===== src/rtl/pcrs_consts.svh =====
// constants for the program counter and return stack block
`ifndef PCRS_CONSTS_SVH
`define PCRS_CONSTS_SVH

`define PCRS_PC_W         21
`define PCRS_PTR_W        5
`define PCRS_DEPTH        31
`define PCRS_ADDR_W       3
`define PCRS_DATA_W       8

// register offsets on the plain register port
`define PCRS_OFS_PC_LOW   3'h0
`define PCRS_OFS_LAT_HIGH 3'h1
`define PCRS_OFS_LAT_UPR  3'h2
`define PCRS_OFS_STK_IDX  3'h3
`define PCRS_OFS_TOS_LOW  3'h4
`define PCRS_OFS_TOS_HIGH 3'h5
`define PCRS_OFS_TOS_UPR  3'h6

// stack index register fields
`define PCRS_IDX_OVF_BIT  7
`define PCRS_IDX_UDF_BIT  6
`define PCRS_IDX_FULL_BIT 5

// reset values and fixed addresses
`define PCRS_PC_RST       21'h000000
`define PCRS_PTR_RST      5'h00
`define PCRS_PTR_MAX      5'h1f
`define PCRS_PC_STEP      21'h000002
`define PCRS_VEC_HIGH     21'h000008
`define PCRS_VEC_LOW      21'h000018
`define PCRS_UPR_MASK     8'h1f

`endif


===== src/rtl/pcrs_pkg.sv =====
// types shared by the program counter and return stack block
`include "pcrs_consts.svh"

package pcrs_pkg;

   typedef enum logic [2:0] {
      PCRS_OP_NONE = 3'h0,
      PCRS_OP_SEQ  = 3'h1,
      PCRS_OP_JUMP = 3'h2,
      PCRS_OP_CALL = 3'h3,
      PCRS_OP_RET  = 3'h4,
      PCRS_OP_INT  = 3'h5
   } pcrs_op_kind_t;

   typedef struct packed {
      pcrs_op_kind_t                kind;
      logic [`PCRS_PC_W-1:0]        target;
      logic                         low_prio;
   } pcrs_op_t;

   typedef struct packed {
      logic                         wr;
      logic                         rd;
      logic [`PCRS_ADDR_W-1:0]      addr;
      logic [`PCRS_DATA_W-1:0]      wdata;
   } pcrs_bus_t;

endpackage


===== src/rtl/pcrs_stack_mem.sv =====
// return stack storage: entries 1..DEPTH, index 0 has no storage
`timescale 1ns/1ps
`default_nettype none
`include "pcrs_consts.svh"

module pcrs_stack_mem #(
   parameter int DEPTH = `PCRS_DEPTH,
   parameter int WIDTH = `PCRS_PC_W,
   parameter int AW    = `PCRS_PTR_W
) (
   // clock and reset
   input  wire logic             i_clk,
   input  wire logic             i_rst_b,
   // write port, byte lanes
   input  wire logic             i_wr_en,
   input  wire logic [AW-1:0]    i_wr_idx,
   input  wire logic [2:0]       i_wr_lane,
   input  wire logic [WIDTH-1:0] i_wr_data,
   // read port
   input  wire logic [AW-1:0]    i_rd_idx,
   output logic      [WIDTH-1:0] o_rd_data
);

   logic [WIDTH-1:0] mem_q [1:DEPTH];
   logic [WIDTH-1:0] mem_d [1:DEPTH];

   always_comb begin
      for (int e = 1; e <= DEPTH; e++) begin
         mem_d[e] = mem_q[e];
         for (int b = 0; b < WIDTH; b++) begin
            if (i_wr_en && (int'(i_wr_idx) == e) && i_wr_lane[b / 8]) begin
               mem_d[e][b] = i_wr_data[b];
            end
         end
      end
   end

   always_ff @(posedge i_clk or negedge i_rst_b) begin
      if (!i_rst_b) begin
         for (int e = 1; e <= DEPTH; e++) begin
            mem_q[e] <= '0;
         end
      end else begin
         for (int e = 1; e <= DEPTH; e++) begin
            mem_q[e] <= mem_d[e];
         end
      end
   end

   // index 0 and out-of-range indices read as zero
   always_comb begin
      o_rd_data = '0;
      if ((i_rd_idx != '0) && (int'(i_rd_idx) <= DEPTH)) begin
         o_rd_data = mem_q[i_rd_idx];
      end
   end

endmodule

`default_nettype wire


===== src/rtl/pcrs_top.sv =====
// program counter, address latches and hardware return stack
//
// The implementer's own choices: the strobed register port and the placing of the registers.
`timescale 1ns/1ps
`default_nettype none
`include "pcrs_consts.svh"

// Summary of operation
// - program counter is 21 bits, held as low, high and upper bytes
// - low byte readable and writable; high byte not directly readable or writable, software loads it via high latch
// - upper byte bits 20..16 reached only through the upper latch
// - writing the low byte loads high and upper bytes from the latches
// - reading the low byte copies high and upper bytes into the latches
// - bit 0 always zero; sequential step adds two
// - call, relative call, goto, branch load target directly, latches unused
// - stack holds 31 nested calls/interrupts; push on call/ack, pop on returns
// - call and return leave both latches unchanged
// - stack is private 31 by 21 storage indexed by 5-bit pointer
// - push increments pointer first, then writes counter into that entry
// - pop loads counter from current entry, then decrements pointer
// - reset clears pointer; index zero has no storage
// - flags report stack full, overflow and underflow
// - pointer readable/writable; top entry visible and writable as three bytes
// - software can push and pop through pointer and top registers
// - interrupt with an enable set pushes counter, then loads 0008h or 0018h
module pcrs_top (
   // clock and reset
   input  wire logic                    i_clk,
   input  wire logic                    i_rst_b,
   // core operation from decode and interrupt logic
   input  wire pcrs_pkg::pcrs_op_t      i_op,
   input  wire logic                    i_global_int_enable_high,
   input  wire logic                    i_global_int_enable_low,
   // register port
   input  wire pcrs_pkg::pcrs_bus_t     i_bus,
   output logic [`PCRS_DATA_W-1:0]      o_rd_data,
   // counter and stack status
   output logic [`PCRS_PC_W-1:0]        o_program_counter,
   output logic [`PCRS_PTR_W-1:0]       o_stack_index,
   output logic                         o_stack_full,
   output logic                         o_stack_overflow,
   output logic                         o_stack_underflow
);

   logic [`PCRS_PC_W-1:0]   pc_q;
   logic [`PCRS_PC_W-1:0]   pc_d;
   logic [7:0]              lat_high_q;
   logic [7:0]              lat_high_d;
   logic [7:0]              lat_upr_q;
   logic [7:0]              lat_upr_d;
   logic [`PCRS_PTR_W-1:0]  ptr_q;
   logic [`PCRS_PTR_W-1:0]  ptr_d;
   logic                    ovf_q;
   logic                    ovf_d;
   logic                    udf_q;
   logic                    udf_d;
   logic                    full_q;
   logic                    full_d;
   logic [`PCRS_DATA_W-1:0] rd_q;
   logic [`PCRS_DATA_W-1:0] rd_d;

   logic                    mem_we;
   logic [`PCRS_PTR_W-1:0]  mem_widx;
   logic [2:0]              mem_lane;
   logic [`PCRS_PC_W-1:0]   mem_wdata;
   logic [`PCRS_PTR_W-1:0]  mem_ridx;
   logic [`PCRS_PC_W-1:0]   top_of_stack_entry;

   logic                    core_busy;
   logic                    do_push;
   logic                    do_pop;
   logic                    int_taken;
   logic                    bus_wr_low;
   logic                    bus_rd_low;
   logic                    idx_wr;

   // interrupt push only when the interrupt logic has an enable set
   assign int_taken  = (i_op.kind == pcrs_pkg::PCRS_OP_INT)
                       && (i_global_int_enable_high || i_global_int_enable_low);
   assign do_push    = (i_op.kind == pcrs_pkg::PCRS_OP_CALL) || int_taken;
   assign do_pop     = (i_op.kind == pcrs_pkg::PCRS_OP_RET);
   // the core owns counter and pointer in a cycle where it issues an operation
   assign core_busy  = (i_op.kind != pcrs_pkg::PCRS_OP_NONE);
   assign bus_wr_low = i_bus.wr && (i_bus.addr == `PCRS_OFS_PC_LOW);
   assign bus_rd_low = i_bus.rd && (i_bus.addr == `PCRS_OFS_PC_LOW);
   assign idx_wr     = i_bus.wr && (i_bus.addr == `PCRS_OFS_STK_IDX);

   // pop reads at the current pointer, push writes one above it
   assign mem_ridx = ptr_q;

   pcrs_stack_mem #(
      .DEPTH (`PCRS_DEPTH),
      .WIDTH (`PCRS_PC_W),
      .AW    (`PCRS_PTR_W)
   ) u_stack_mem (
      .i_clk     (i_clk),
      .i_rst_b   (i_rst_b),
      .i_wr_en   (mem_we),
      .i_wr_idx  (mem_widx),
      .i_wr_lane (mem_lane),
      .i_wr_data (mem_wdata),
      .i_rd_idx  (mem_ridx),
      .o_rd_data (top_of_stack_entry)
   );

   // next-state for counter, latches, pointer, flags and stack writes
   always_comb begin
      pc_d       = pc_q;
      lat_high_d = lat_high_q;
      lat_upr_d  = lat_upr_q;
      ptr_d      = ptr_q;
      ovf_d      = ovf_q;
      udf_d      = udf_q;
      mem_we     = 1'b0;
      mem_widx   = ptr_q;
      mem_lane   = 3'h0;
      mem_wdata  = '0;
      rd_d       = '0;

      // software register writes; flag clears lose to flag sets below
      if (i_bus.wr) begin
         case (i_bus.addr)
            `PCRS_OFS_LAT_HIGH: lat_high_d = i_bus.wdata;
            `PCRS_OFS_LAT_UPR:  lat_upr_d  = i_bus.wdata & `PCRS_UPR_MASK;
            `PCRS_OFS_STK_IDX: begin
               if (!core_busy) begin
                  ptr_d = i_bus.wdata[`PCRS_PTR_W-1:0];
               end
               if (!i_bus.wdata[`PCRS_IDX_OVF_BIT]) begin
                  ovf_d = 1'b0;
               end
               if (!i_bus.wdata[`PCRS_IDX_UDF_BIT]) begin
                  udf_d = 1'b0;
               end
            end
            `PCRS_OFS_TOS_LOW, `PCRS_OFS_TOS_HIGH, `PCRS_OFS_TOS_UPR: begin
               // index zero has nothing behind it, so the write is dropped
               if (!core_busy && (ptr_q != `PCRS_PTR_RST)) begin
                  mem_we    = 1'b1;
                  mem_widx  = ptr_q;
                  mem_wdata = {i_bus.wdata[4:0], i_bus.wdata, i_bus.wdata};
                  mem_lane  = (i_bus.addr == `PCRS_OFS_TOS_LOW)  ? 3'h1 :
                              (i_bus.addr == `PCRS_OFS_TOS_HIGH) ? 3'h2 : 3'h4;
               end
            end
            `PCRS_OFS_PC_LOW: begin
               if (!core_busy) begin
                  // latches move into the counter with the new low byte
                  pc_d = {lat_upr_q[4:0], lat_high_q, i_bus.wdata[7:1], 1'b0};
               end
            end
            default: ;
         endcase
      end

      // software register reads, answered one cycle later
      if (i_bus.rd) begin
         case (i_bus.addr)
            `PCRS_OFS_PC_LOW: begin
               rd_d       = pc_q[7:0];
               lat_high_d = pc_q[15:8];
               lat_upr_d  = {3'h0, pc_q[20:16]};
            end
            `PCRS_OFS_LAT_HIGH: rd_d = lat_high_q;
            `PCRS_OFS_LAT_UPR:  rd_d = lat_upr_q;
            `PCRS_OFS_STK_IDX:  rd_d = {ovf_q, udf_q, full_q, ptr_q};
            `PCRS_OFS_TOS_LOW:  rd_d = top_of_stack_entry[7:0];
            `PCRS_OFS_TOS_HIGH: rd_d = top_of_stack_entry[15:8];
            `PCRS_OFS_TOS_UPR:  rd_d = {3'h0, top_of_stack_entry[20:16]};
            default:            rd_d = '0;
         endcase
      end

      // core operations; none of them touches the latches
      case (i_op.kind)
         pcrs_pkg::PCRS_OP_SEQ: begin
            pc_d = pc_q + `PCRS_PC_STEP;
         end
         pcrs_pkg::PCRS_OP_JUMP: begin
            pc_d = {i_op.target[`PCRS_PC_W-1:1], 1'b0};
         end
         pcrs_pkg::PCRS_OP_CALL, pcrs_pkg::PCRS_OP_INT: begin
            if (do_push) begin
               if (int_taken) begin
                  pc_d = i_op.low_prio ? `PCRS_VEC_LOW : `PCRS_VEC_HIGH;
               end else begin
                  pc_d = {i_op.target[`PCRS_PC_W-1:1], 1'b0};
               end
               if (ptr_q == `PCRS_PTR_MAX) begin
                  // no room left: the pointer holds and nothing is stored
                  ovf_d = 1'b1;
               end else begin
                  ptr_d     = ptr_q + 5'h01;
                  mem_we    = 1'b1;
                  mem_widx  = ptr_q + 5'h01;
                  mem_lane  = 3'h7;
                  mem_wdata = pc_q;
               end
            end
         end
         pcrs_pkg::PCRS_OP_RET: begin
            // software may have stored an odd low byte; alignment still holds
            pc_d = {top_of_stack_entry[`PCRS_PC_W-1:1], 1'b0};
            if (ptr_q == `PCRS_PTR_RST) begin
               udf_d = 1'b1;
            end else begin
               ptr_d = ptr_q - 5'h01;
            end
         end
         default: ;
      endcase

      full_d = (ptr_d == `PCRS_PTR_MAX);
   end

   always_ff @(posedge i_clk or negedge i_rst_b) begin
      if (!i_rst_b) begin
         pc_q       <= `PCRS_PC_RST;
         lat_high_q <= 8'h00;
         lat_upr_q  <= 8'h00;
         ptr_q      <= `PCRS_PTR_RST;
         ovf_q      <= 1'b0;
         udf_q      <= 1'b0;
         full_q     <= 1'b0;
         rd_q       <= 8'h00;
      end else begin
         pc_q       <= pc_d;
         lat_high_q <= lat_high_d;
         lat_upr_q  <= lat_upr_d;
         ptr_q      <= ptr_d;
         ovf_q      <= ovf_d;
         udf_q      <= udf_d;
         full_q     <= full_d;
         rd_q       <= rd_d;
      end
   end

   assign o_program_counter = pc_q;
   assign o_stack_index     = ptr_q;
   assign o_stack_full      = full_q;
   assign o_stack_overflow  = ovf_q;
   assign o_stack_underflow = udf_q;
   assign o_rd_data         = rd_q;
endmodule

`default_nettype wire


===== config.mk =====
export PLATFORM = sky130hd
export DESIGN_NAME = pcrs_top
export DESIGN_NICKNAME = d
export VERILOG_FILES = /design/src/rtl/pcrs_pkg.sv /design/src/rtl/pcrs_stack_mem.sv /design/src/rtl/pcrs_top.sv
export VERILOG_INCLUDE_DIRS = /design/src /design/src/rtl
export SDC_FILE = /design/constraint.sdc
export NUM_CORES = 1
export LEC_CHECK = 0
export BUFFER_PORTS_ARGS = -buffer_cell sky130_fd_sc_hd__buf_2
export CAP_MARGIN = 20
export CORE_ASPECT_RATIO = 0.9
export CORE_MARGIN = 3
export CORE_UTILIZATION = 25
export CTS_CLUSTER_SIZE = 20
export DETAILED_ROUTE_END_ITERATION = 6
export GPL_TIMING_DRIVEN = 0
export PLACE_DENSITY_LB_ADDON = 0.12
export SETUP_SLACK_MARGIN = 0.4
export SLEW_MARGIN = 20
export SYNTH_ARGS = -nofsm -noshare
export SYNTH_HDL_FRONTEND = slang
export SYNTH_SLANG_ARGS = --single-unit
export TNS_END_PERCENT = 30

===== constraint.sdc =====
create_clock -name i_clk -period 6.7 [get_ports i_clk]
set_input_delay 2.01 -clock i_clk [delete_from_list [all_inputs] [get_ports i_clk]]
set_output_delay 2.01 -clock i_clk [all_outputs]
set_load 0.01 [all_outputs]

# Yosys cells after proc, flatten, opt, wreduce, memory -nomap -nowiden
# Index checks and enable logic that the tools add are counted.
# W data, S select, Z words.
# totals
mem_bits_ro,0
memories,0
ramBits,0
reg_bits,704
latch_bits,0
# classes
n_eq_ne,44
magnitude_cmp,1
shifts,0
n_addsub,3
div_mod_pow,0
n_mux,62
mul,0
bitwise,1
n_reduce_logical,135
# op_table
operator,count
$mux W21,14
$logic_and A1 B1 Y1,126
$bmux W21 S5,1
$eq A5 B5 Y1 const B,18
$pmux W21 S4,1
$mux W8,9
$pmux W8 S7,1
$mux W5,10
$eq A5 B4 Y1 const B,8
$mux W3,8
$add A21 B2 Y21 const B,1
$eq A5 B3 Y1 const B,4
$mux W1,17
$eq A3 B3 Y1 const B,5
$eq A3 B2 Y1 const B,4
$eq A5 B2 Y1 const B,2
$pmux W5 S2,1
$eq A3 B1 Y1 const B,2
$ge A6 B6 Y1 const B,1
$not A5 Y6,1
$add A5 B1 Y5 const B,1
$eq A5 B1 Y1 const B,1
$logic_not A5 Y1,1
$reduce_bool A5 Y1,1
other kinds (7),8

# Depth between registers and ports, before layout
# Gate-level depths: netlist of run 1.
# depth
ltp_word,11
mapped_depth,15

# Cells and area by module
# Synthesis of run 1 repeated with hierarchy kept, for this count alone.
# unflattened
hier_cells,2588
area_unflattened_um2,33925.0
# by_module_without_submodules
mod,instances,area_each_um2,cells_per_inst
pcrs_stack_mem,1,29849.9,2129
pcrs_top,1,4075.2,459

# Worst setup path after synthesis of run 1
# No wires, ideal clock.
# synth_timing
path_type,input-to-reg
from,input port i_op[22] (netlist name)
to,register u_stack_mem.mem_q[197] (netlist name)
setup_ns,0.125
path_stages,9
path_slack_ns,2.150
arrival_time_ns,4.425
cell_sequence,buf_2 or4b_4 buf_6 nor3_2 a31oi_1 or3_1 buf_6 nor3_4 mux2_4
# synth_between
elab_chain_len,11
elab_cells_between_ends,31
cone_classes,eq/ne: 3; mux: 20; reduce/logical: 8
# synth_rtl
item,line_no,rtl
"start, declared",pcrs_top.sv:31,"input wire pcrs_pkg::pcrs_op_t i_op,"
$reduce_bool A3 Y1,pcrs_top.sv:83,assign core_busy = (i_op.kind != pcrs_pkg::PCRS_OP_NONE);
$logic_not A1 Y1,-,
$logic_and A1 B1 Y1,pcrs_top.sv:138,if (!core_busy && (ptr_q != `PCRS_PTR_RST)) begin
$mux W1,pcrs_top.sv:138,
$mux W1,pcrs_top.sv:122,case (i_bus.addr)
$mux W1,pcrs_top.sv:121,if (i_bus.wr) begin
$mux W1,pcrs_top.sv:189,if (ptr_q == `PCRS_PTR_MAX) begin
$mux W1,pcrs_top.sv:183,if (do_push) begin
$mux W1,pcrs_top.sv:175,case (i_op.kind)
$logic_and A1 B1 Y1 (2 in a row),pcrs_stack_mem.sv:31,if (i_wr_en && (int'(i_wr_idx) == e) && i_wr_lane[b / 8]) begin
"end signal, assigned by index",pcrs_stack_mem.sv:45,mem_q[e] <= mem_d[e];
"end, declared",pcrs_stack_mem.sv:24,logic [WIDTH-1:0] mem_q [1:DEPTH];
# Several ways; a longest one is shown, not always the timed one.
# A chain may end at the register's enable or synchronous reset.

# Worst setup path after layout of run 1
# layout_timing
from,"register ptr_q[2], in the netlist o_stack_index[2]"
to,register u_stack_mem.mem_q[49] (netlist name)
# layout_between
elab_chain_len,10
elab_cells_between_ends,28
cone_classes,add/sub: 1; eq/ne: 2; mux: 21; reduce/logical: 4
# layout_rtl
item,line_no,rtl
"start, declared",pcrs_top.sv:51,logic [`PCRS_PTR_W-1:0] ptr_q;
"start signal, assigned",pcrs_top.sv:221,ptr_q <= `PCRS_PTR_RST;
"start signal, assigned",pcrs_top.sv:230,ptr_q <= ptr_d;
"parallel branches: the longest is 10 deep, another holds $add A5 B1 Y5",-,
# Parallel ways; which one is timed is not known.

==> results by stage, run 1 <==
Clock network:
- Buffers inserted during clock tree synthesis total 83.
- The clock drives 704 sinks.
- Clock-pin slew was measured on the worst setup and hold paths at approximately 0.06 ns.
- No sink is reached through more buffers than the 3 on the longest clock path.
- The cell at the root of the clock tree is sky130_fd_sc_hd__clkbuf_16.
- The H-tree was split into 3 levels.
- The TritonCTS clock tree is done.
- At the later pin of the worst-skew pair, clock insertion delay measures 0.69 ns.

Layout:
- The number of non-filler instances in the completed layout is 4,696.
- The final net count is 2,847.
- Fill cells in the final layout number 13,880.
- The fraction of layout cells with a size suffix above 1 is 41.20%.
- Relative to the synthesized area, the layout overhead comes to 18.11%.
- The core utilization of the finished layout is 29.94%.

Route:
- The starting DRC count in detailed routing is 1,739.
- The ratio of routed vias to standard cells is between 5 and 6.
- The first detailed-routing pass took 6 iterations.
- The routed wire length per instance is 32.25 um.
- The count of nets left with antenna violations after detail routing is 0.
- In the routed design, unresolved DRC markers number 0.
- The vias after detailed routing is 24,504.
- The final wirelength is 151.4 mm.

Logic synthesis:
- Synthesis produced a netlist whose cell count is 2,594.
- Counting every net in the synthesized netlist gives 2,641.
- The number of warnings reported in the yosys synthesis log is 0.
- The synthesized design contains between 700 and 800 register bits.
- The most common cell in the synthesized netlist is sky130_fd_sc_hd__dfrtp_1.
- Of all cell types, the one taking the most synthesized area is sky130_fd_sc_hd__dfrtp_1.
- Yosys attributes the largest share of cell area to sky130_fd_sc_hd__dfrtp_1 (50%), sky130_fd_sc_hd__mux2_2 (21%), sky130_fd_sc_hd__mux2i_1 (6.1%).
- In this run the cell area of the synthesized design comes to 0.03507 mm^2.
- The area share of the leading cell type in the synthesized netlist is 50.23%.
- The post-synthesis sequential area ratio is 50.23%.
- The average cell area after synthesis is between 10 and 15 um^2.
- The primary flip-flop cell chosen by synthesis mapping is sky130_fd_sc_hd__dfrtp_1.
- The async set or reset register ratio after synthesis is 100.0%.
- Counting flops with a built-in enable in the synthesized netlist gives 0.
- The unique cell type count in the Yosys netlist is between 70 and 80.
- Ranked by instance count, the synthesized netlist is headed by sky130_fd_sc_hd__dfrtp_1 (704), sky130_fd_sc_hd__mux2_2 (660), sky130_fd_sc_hd__mux2i_1 (212).

Global route:
- The met2 track demand over resource in global routing is between 30% and 40%.
- The global-route wire length before repair is 211.2 mm.
- In the global route stage, met1 resource usage came out at 29.78%.
- The via count of the first global-routing pass came to 25,729.
- Global routing consumed, on the met3 layer, under 10% of the routing resources.
- The layer with the highest usage after global routing is met2.
- The pin count of the biggest net entering global routing is just over 100.
- The leftover overflow at the end of global routing is 0.
- The global-route usage over all layers is 20.63%.
- The initial antenna violation count is 7.

Floorplanning:
- The row count is about 130.
- The die covers 0.1448 mm^2.
- The starting utilization of the core area is between 20% and 30%.
- The total I/O pin count is 79.
- Measured along the x axis, the die boundary spans 400.8 um.
- The core area is around 0.14 mm^2.
- From bottom edge to top edge, the die measures 361.3 um.

Worst setup path:
- Along the worst path, the maximum fanout reaches 11.
- The setup path with the least slack is of type reg -> reg.
- At the worst endpoint, the required time is approximately 7.3 ns.
- Walking the worst path, the cells encountered are clkbuf_1, clkbuf_2, clkbuf_2, buf_4, clkbuf_1, nand3_1, inv_1, ha_1, inv_2, nand3_1, a22oi_2, buf_4, nor3_4, mux2_2.
- The critical path endpoint category is a flip-flop.
- The critical path data arrival time is about 6.7 ns.
- The combined buffer and inverter count along the critical path is 8.
- The cell with the largest stage delay on the worst path is sky130_fd_sc_hd__nor3_4.
- STA classifies the critical path startpoint as a flip-flop.
- The peak per-stage delay on the critical path is 0.76 ns.
- The family of cells with the greatest summed delay on the critical path is buffers and inverters.

Timing:
- The worst-case headroom to the max-slew limit is ~18%.
- Setup total negative slack on the finished layout was measured at 0 ns.
- The worst-case hold slack is 0.4857 ns.
- The final cycle utilization of the critical path is 91.86%.
- Setup repair after global routing left no endpoint under its margin.
- The number of max-slew violations in the final report is 0.
- Setup violations remaining at the end of the flow were counted as 0.
- The final number of hold-violating endpoints is 0.
- The highest attainable clock frequency is 162.5 MHz.
- The clock tree skew after final layout is ~0.028 ns.
- The worst path in the final design needs a cycle of 6.155 ns, including I/O delays and setup.
- The pin slew with the least headroom to its limit is 1.233 ns.

Pwr:
- Power spread over the standard cell area amounts to 349.2 mW/mm^2.
- IR analysis of the VDD net gives a maximum drop of 0.2046 mV.
- The analysis attributes to cell leakage a power of between 15 and 20 nW.
- Summing internal, switching and leakage power gives 14.46 mW.

Hold path:
- The tightest min-delay check is of the reg -> reg type.

Placement:
- Once placement completed, the tool counted placed cells totaling 4,532.
- Routability-driven placement finished with a final weighted congestion of around 0.87.
- Detailed placement finished with a half-perimeter wire length of 106.9 mm.
- Port buffering added 72 buffers.

Outcome:
- The run finished with clean final reports.

Flow run:
- The reported max-cap violation count is 0.
==> final cells by class <==
class	instances	area (um^2)	area share, %
antenna	3	7.507	0.01812
inverter	16	60.06	0.1450
sequential	704	17620	42.53
timing repair buffer	121	1055	2.546
clock buffer	115	2409	5.815
clock inverter	29	300.3	0.7250
buffer	200	883.3	2.133
multi-input combinational	1674	16790	40.55
tap	1834	2295	5.540
==> report_power, final <==
group | switching [mW] | internal (mW) | leakage, nW | total, mW
clock network | 1.92 | 2.66 | 1.35 | 4.59
registers | 0.351 | 4.77 | 9.72 | 5.12
logic | 3.26 | 1.50 | 7.85 | 4.75
total | 5.53 | 8.93 | 18.9 | 14.5
==> worst paths after layout <==
check | cells after the start | slack [ns] | endpoint | startpoint
min in group asynchronous | 1 | 1.26 | u_stack_mem.mem_q[363]$_DFFE_PN0P_ | i_rst_b
min reg2reg | 1 | 0.49 | lat_upr_q[6]$_DFF_PN0_ | lat_upr_q[6]$_DFF_PN0_
max | 14 | 0.55 | u_stack_mem.mem_q[49]$_DFFE_PN0P_ | o_stack_index[2]$_DFF_PN0_
min | 1 | 0.49 | lat_upr_q[6]$_DFF_PN0_ | lat_upr_q[6]$_DFF_PN0_
max reg2reg | 14 | 0.55 | u_stack_mem.mem_q[49]$_DFFE_PN0P_ | o_stack_index[2]$_DFF_PN0_
max in group asynchronous | 4 | 3.54 | u_stack_mem.mem_q[478]$_DFFE_PN0P_ | i_rst_b
==> layout by cell type (no fill, tap or decap), types with 9 or more instances in the layout <==
cell / n
sky130_fd_sc_hd__clkbuf_8: 19
sky130_fd_sc_hd__and3_1: 9
sky130_fd_sc_hd__clkbuf_2: 17
sky130_fd_sc_hd__inv_1: 10
sky130_fd_sc_hd__mux2_2: 660
sky130_fd_sc_hd__dfrtp_1: 704
sky130_fd_sc_hd__clkbuf_16: 84
sky130_fd_sc_hd__a22o_1: 17
sky130_fd_sc_hd__a31oi_1: 14
sky130_fd_sc_hd__o22ai_1: 14
sky130_fd_sc_hd__nand2_1: 74
sky130_fd_sc_hd__a221oi_1: 17
sky130_fd_sc_hd__buf_1: 12
sky130_fd_sc_hd__buf_4: 32
sky130_fd_sc_hd__clkbuf_1: 130
sky130_fd_sc_hd__nor3_1: 32
sky130_fd_sc_hd__buf_2: 112
sky130_fd_sc_hd__o21ai_0: 54
sky130_fd_sc_hd__a21oi_1: 27
sky130_fd_sc_hd__buf_16: 9
sky130_fd_sc_hd__nand2b_1: 14
sky130_fd_sc_hd__mux2_4: 16
sky130_fd_sc_hd__nor3_2: 16
sky130_fd_sc_hd__o211ai_1: 16
sky130_fd_sc_hd__mux4_2: 80
sky130_fd_sc_hd__nor2b_1: 14
sky130_fd_sc_hd__xor2_1: 9
sky130_fd_sc_hd__buf_6: 9
sky130_fd_sc_hd__nand4_1: 9
sky130_fd_sc_hd__nor2_1: 28
sky130_fd_sc_hd__nor3_4: 23
sky130_fd_sc_hd__clkinv_2: 18
sky130_fd_sc_hd__a211oi_4: 12
sky130_fd_sc_hd__a22oi_1: 86
sky130_fd_sc_hd__mux2i_1: 211
sky130_fd_sc_hd__nand3_1: 67
==> state kept, by name (all words and copies together) (netlist names) <==
register,flops
lat_high_q,8
lat_upr_q,8
o_program_counter,21
o_rd_data,8
o_stack_full,1
o_stack_index,5
o_stack_overflow,1
o_stack_underflow,1
u_stack_mem.mem_q,651
==> per-stage QoR <==
stage | area, um^2 | worst slack, ns
after floorplan | 35070 | 2.150
final | 41420 | 0.5452
after global placement | 37720 | -11.55
after global routing | 41410 | 0.4357
after detailed placement | 38390 | -0.4580
after CTS | 41300 | 0.3246
==> what timing repair did <==
item | in CTS | in global routing
gates resized for setup | 11 | 5
pin swaps | 8 | 2
hold endpoints to repair | 0 | 0
setup buffers | 12 | 3
hold buffers | 0 | 0
setup endpoints to repair | 590 | 305
==> cells by family (layout without fill, tap and decap cells) <==
logic type / Yosys count / count (layout) / synth area share (%)
AND/OR/NAND/NOR: 332 / 332 / 5.601
adder cells (fa/ha/maj): 5 / 5 / 0.1784
other: 0 / 3 / 0
AO/OA/AOI/OAI: 350 / 350 / 7.849
buffers and inverters: 216 / 481 / 2.583
multiplexers: 970 / 970 / 33.13
XOR/XNOR: 17 / 17 / 0.4246
flip-flops: 704 / 704 / 50.23
==> metal layers <==
metal | vias to the layer above | part of all wire, %
li1 | 10197 | -
met1 | 13323 | 48
met2 | 796 | 45
met3 | 188 | 5.2
met4 | 0 | 2.6
met5 | - | 0
Power figures use the tool's default switching activity.
==> run 2, diff against run 1 <==
SYNTH_HIERARCHICAL = 1   (was unset)
==> results by stage, run 2 <==
Logic synthesis:
- Summed over all instances, the cell type with the most area after synthesis is sky130_fd_sc_hd__dfrtp_1.
- The average cell area after synthesis is 13.11 um^2.
- Summing the areas of all compound-gate instances in the mapped netlist gives under 10% of the synthesized area.
- The Yosys step of the flow raised 6 warnings.
- After synthesis the netlist holds a flip-flop and latch count of about 700.
- After synthesis, the largest family of logic cells by area is multiplexers.
- By count the netlist is led by sky130_fd_sc_hd__dfrtp_1 (704), sky130_fd_sc_hd__mux2_2 (673), sky130_fd_sc_hd__mux2i_1 (244).
- By area the synthesized netlist is led by sky130_fd_sc_hd__dfrtp_1 (52%), sky130_fd_sc_hd__mux2_2 (22%), sky130_fd_sc_hd__mux2i_1 (7.2%).
- The cell area after synthesis is 0.03393 mm^2.
- Summing the areas of all and, or, nand and nor instances in the mapped netlist gives under 10% of the synthesized area.
- The adder-cell share of the synthesized area is 0.1844%.
- The primary flip-flop cell chosen by synthesis mapping is sky130_fd_sc_hd__dfrtp_1.
- The cell count after synthesis is 2,588.
- The area share of the leading cell type in the synthesized netlist is between 50% and 60%.
- The share of synthesized area spent on multiplexers is around a third.
- The synthesized netlist devotes 0.6196% of its cell area to XOR and XNOR gates.
- Yosys instantiated no cell more often than sky130_fd_sc_hd__dfrtp_1.
- The net count of the mapped netlist is 2,635.
- The number of flops mapped to enable cells by yosys is 0.
- The unique cell type count in the Yosys netlist is 66.
- The post-synthesis sequential area ratio is 51.93%.
- The async set or reset register ratio after synthesis is 100.0%.

Layout:
- The top cell types in the final layout, fill and taps aside, are sky130_fd_sc_hd__dfrtp_1 (704), sky130_fd_sc_hd__mux2_2 (673), sky130_fd_sc_hd__mux2i_1 (244).
- The fraction of layout cells with a size suffix above 1 is 36.53%.
- The number of flip-flops under the largest register name is roughly 650.
- The final-layout fill cell count is ~14,000.
- The final net count is 2,813.
- The area growth from synthesis to layout is 17.08%.
- The largest register by flop count is u_stack_mem/mem_q.
- For this run, the share of the core covered by cells in the final layout is around 30%.
- Leaving out fill and tap cells, the most frequent cell in the layout is sky130_fd_sc_hd__dfrtp_1.

Clock network:
- The post-cts repair resize count is 0.
- The number of buffers created by CTS is just over 80.
- The register clock-pin slew on the reported worst setup and hold paths is ~0.06 ns.
- The clock net in this run drives a total of 704 sinks.
- The number of H-tree levels is 3.
- The clock reaches the later pin of the worst-skew pair after 0.67 ns.
- The hold buffer count at CTS is 0.
- The longest clock path from root to sink contains 3 buffers.
- The cell at the root of the clock tree is sky130_fd_sc_hd__clkbuf_16.
- The number of setup buffers added after CTS is 0.
- The TritonCTS clock tree is done.

Global route:
- The initial antenna violation count was 9.
- The pin count of the biggest net entering global routing is 100.
- For this run the aggregate overflow at the end of global routing stands at 0.
- The global-route wire length before repair is between 150 and 200 mm.
- The global-route usage over all layers is 18.48%.
- The via count of the first global-routing pass was between 20,000 and 25,000.

Route:
- The ratio of routed vias to standard cells is 5.009.
- The final wirelength is around 130 mm.
- For this block, the initial DRC count from the detailed router was 1,640.
- The count of nets left with antenna violations after detail routing is 0.
- The routed layout has 23,228 vias.
- In the routed design, unresolved DRC markers number 0.
- The routed wire length per instance is 28.21 um.
- The iteration count of the initial detailed-routing pass is 7.

Timing:
- The final number of hold-violating endpoints is 0.
- The final cycle utilization of the critical path is 87.60%.
- The worst-case headroom to the max-slew limit is 25.67%.
- The final critical path time including I/O delays and setup is about 5.9 ns.
- Between clock sinks in the finished design, the worst skew comes to 0.01817 ns.
- The worst-case hold slack is 0.4943 ns.
- The number of max-slew violations in the final report is 0.
- The setup slack of the critical path after layout is 0.8309 ns.
- The final count of negative-setup-slack endpoints is 0.
- For the pin with the worst max-slew slack, the measured transition is 1.107 ns.
- For this run, the top clock speed supported by timing is 170.4 MHz.
- Setup repair after global routing left no endpoint under its margin.

Worst setup path:
- Traced cell by cell, the critical path runs through buf_2, nor2b_1, o21ba_2, nor2_1, nand2_1, xnor2_1, nand4_1, nor2_1, nand2_1, mux2_2.
- The maximum fanout along the worst path is 10.
- At the worst endpoint, the arrival time is 6.41 ns.
- In this run the worst setup path begins at i_op[23].
- STA classifies the critical path endpoint as a flip-flop.
- The cell with the largest stage delay on the worst path is sky130_fd_sc_hd__nor2_1.
- The largest single stage delay on the critical path is 0.90 ns.
- For the worst setup path, the data required time is 7.24 ns.
- The category of the critical setup timing path is in -> reg.
- The kind of launch point of the worst setup path is an input pin.
- The startpoint identified for the worst register-to-register timing path is o_stack_index[1]$_DFF_PN0_.

Pwr:
- In this run the power density over the cells is between 300 and 400 mW/mm^2.
- The maximum resistive drop on vdd is 0.1721 mV.
- The static leakage is roughly 19 nW.
- The overall power is 13.34 mW.

Floorplanning:
- The row count is 127.
- The starting utilization of the core area is 25.33%.
- The floorplan die height is around 360 um.
- The die covers 0.1402 mm^2.
- In this run the standard cell core region covers about 0.13 mm^2.
- 79 I/O pins were placed.
- The die is 394.3 um wide.

Placement:
- The post-place setup slack is approximately 0.26 ns.
- Routability-driven placement finished with a final weighted congestion of 0.8961.
- The HPWL after detailed placement is 97.44 mm.
- During placement, the flow inserted port buffers numbering 75.

Flow run:
- The reported max-cap violation count is 0.

Hold path:
- In this run the most critical hold path is launched from lat_upr_q[7]$_DFF_PN0_.
- The tightest min-delay check is of the reg -> reg type.

Outcome:
- The run finished with clean final reports.
[run 2: routing by layer]
metal / GRT usage [%] / wire, um / up-vias
met3: 3.789 / 7372 / 186
met4: 5.040 / 3638 / 0
li1: - / - / 10001
met5: 0 / 0 / -
met2: 29.07 / 59100 / 651
met1: 25.76 / 60700 / 12390
[run 2: path summary, 6_finish.rpt]
path	slack (ns)	to	cells past startpoint
setup reg to reg	1.09	u_stack_mem/mem_q[344]$_DFFE_PN0P_	12
setup / recovery	0.83	u_stack_mem/mem_q[344]$_DFFE_PN0P_	10
hold reg to reg	0.49	lat_upr_q[7]$_DFF_PN0_	1
hold / removal	0.49	lat_upr_q[7]$_DFF_PN0_	1
max in group asynchronous	3.85	u_stack_mem/mem_q[284]$_DFFE_PN0P_	4
min in group asynchronous	1.24	u_stack_mem/mem_q[150]$_DFFE_PN0P_	1
[run 2: report_power, final]
part	switching, mW	internal, mW
logic	2.87	1.18
clock network	1.87	2.73
registers	0.262	4.43
[run 2: cell families after synthesis]
kind of cell    after synthesis
mux                         969
flops                       704
simple gates                381
compound gates              305
buf+inv                     200
xor+xnor                     24
fa+ha+maj                     5
[run 2: final cells by class]
type | instances | area [um^2] | share of cell area [%]
antenna | 3 | 7.507 | 0.01890
multi-input combinational | 1684 | 15550 | 39.14
sequential | 704 | 17620 | 44.35
timing repair buffer | 94 | 698.2 | 1.758
clock buffer | 121 | 2381 | 5.994
inverter | 7 | 26.28 | 0.06615
buffer | 193 | 838.3 | 2.111
tap | 1806 | 2260 | 5.689
clock inverter | 25 | 345.3 | 0.8694
[run 2: critical path, delay by kind of cell]
| kind | cells | cell delay (ns) |
|---|---|---|
| AND/OR/NAND/NOR | 6 | 2.64 |
| multiplexers | 1 | 0.44 |
| AO/OA/AOI/OAI | 1 | 0.24 |
| XOR/XNOR | 1 | 0.87 |
| buffers and inverters | 1 | 0.18 |
[run 2: stage by stage]
| stage | instance area [um^2] | cells | TNS (ns) |
|---|---|---|---|
| 6_report | 39720 | 4637 | 0 |
| 5_1_grt | 39710 | 4634 | 0 |
| 4_1_cts | 39710 | 4634 | 0 |
| 3_5_place_dp | 36990 | 4488 | 0 |
| 3_3_place_gp | 36560 | 4469 | -8030.74 |
| 2_1_floorplan | 33930 | 2588 | 0 |
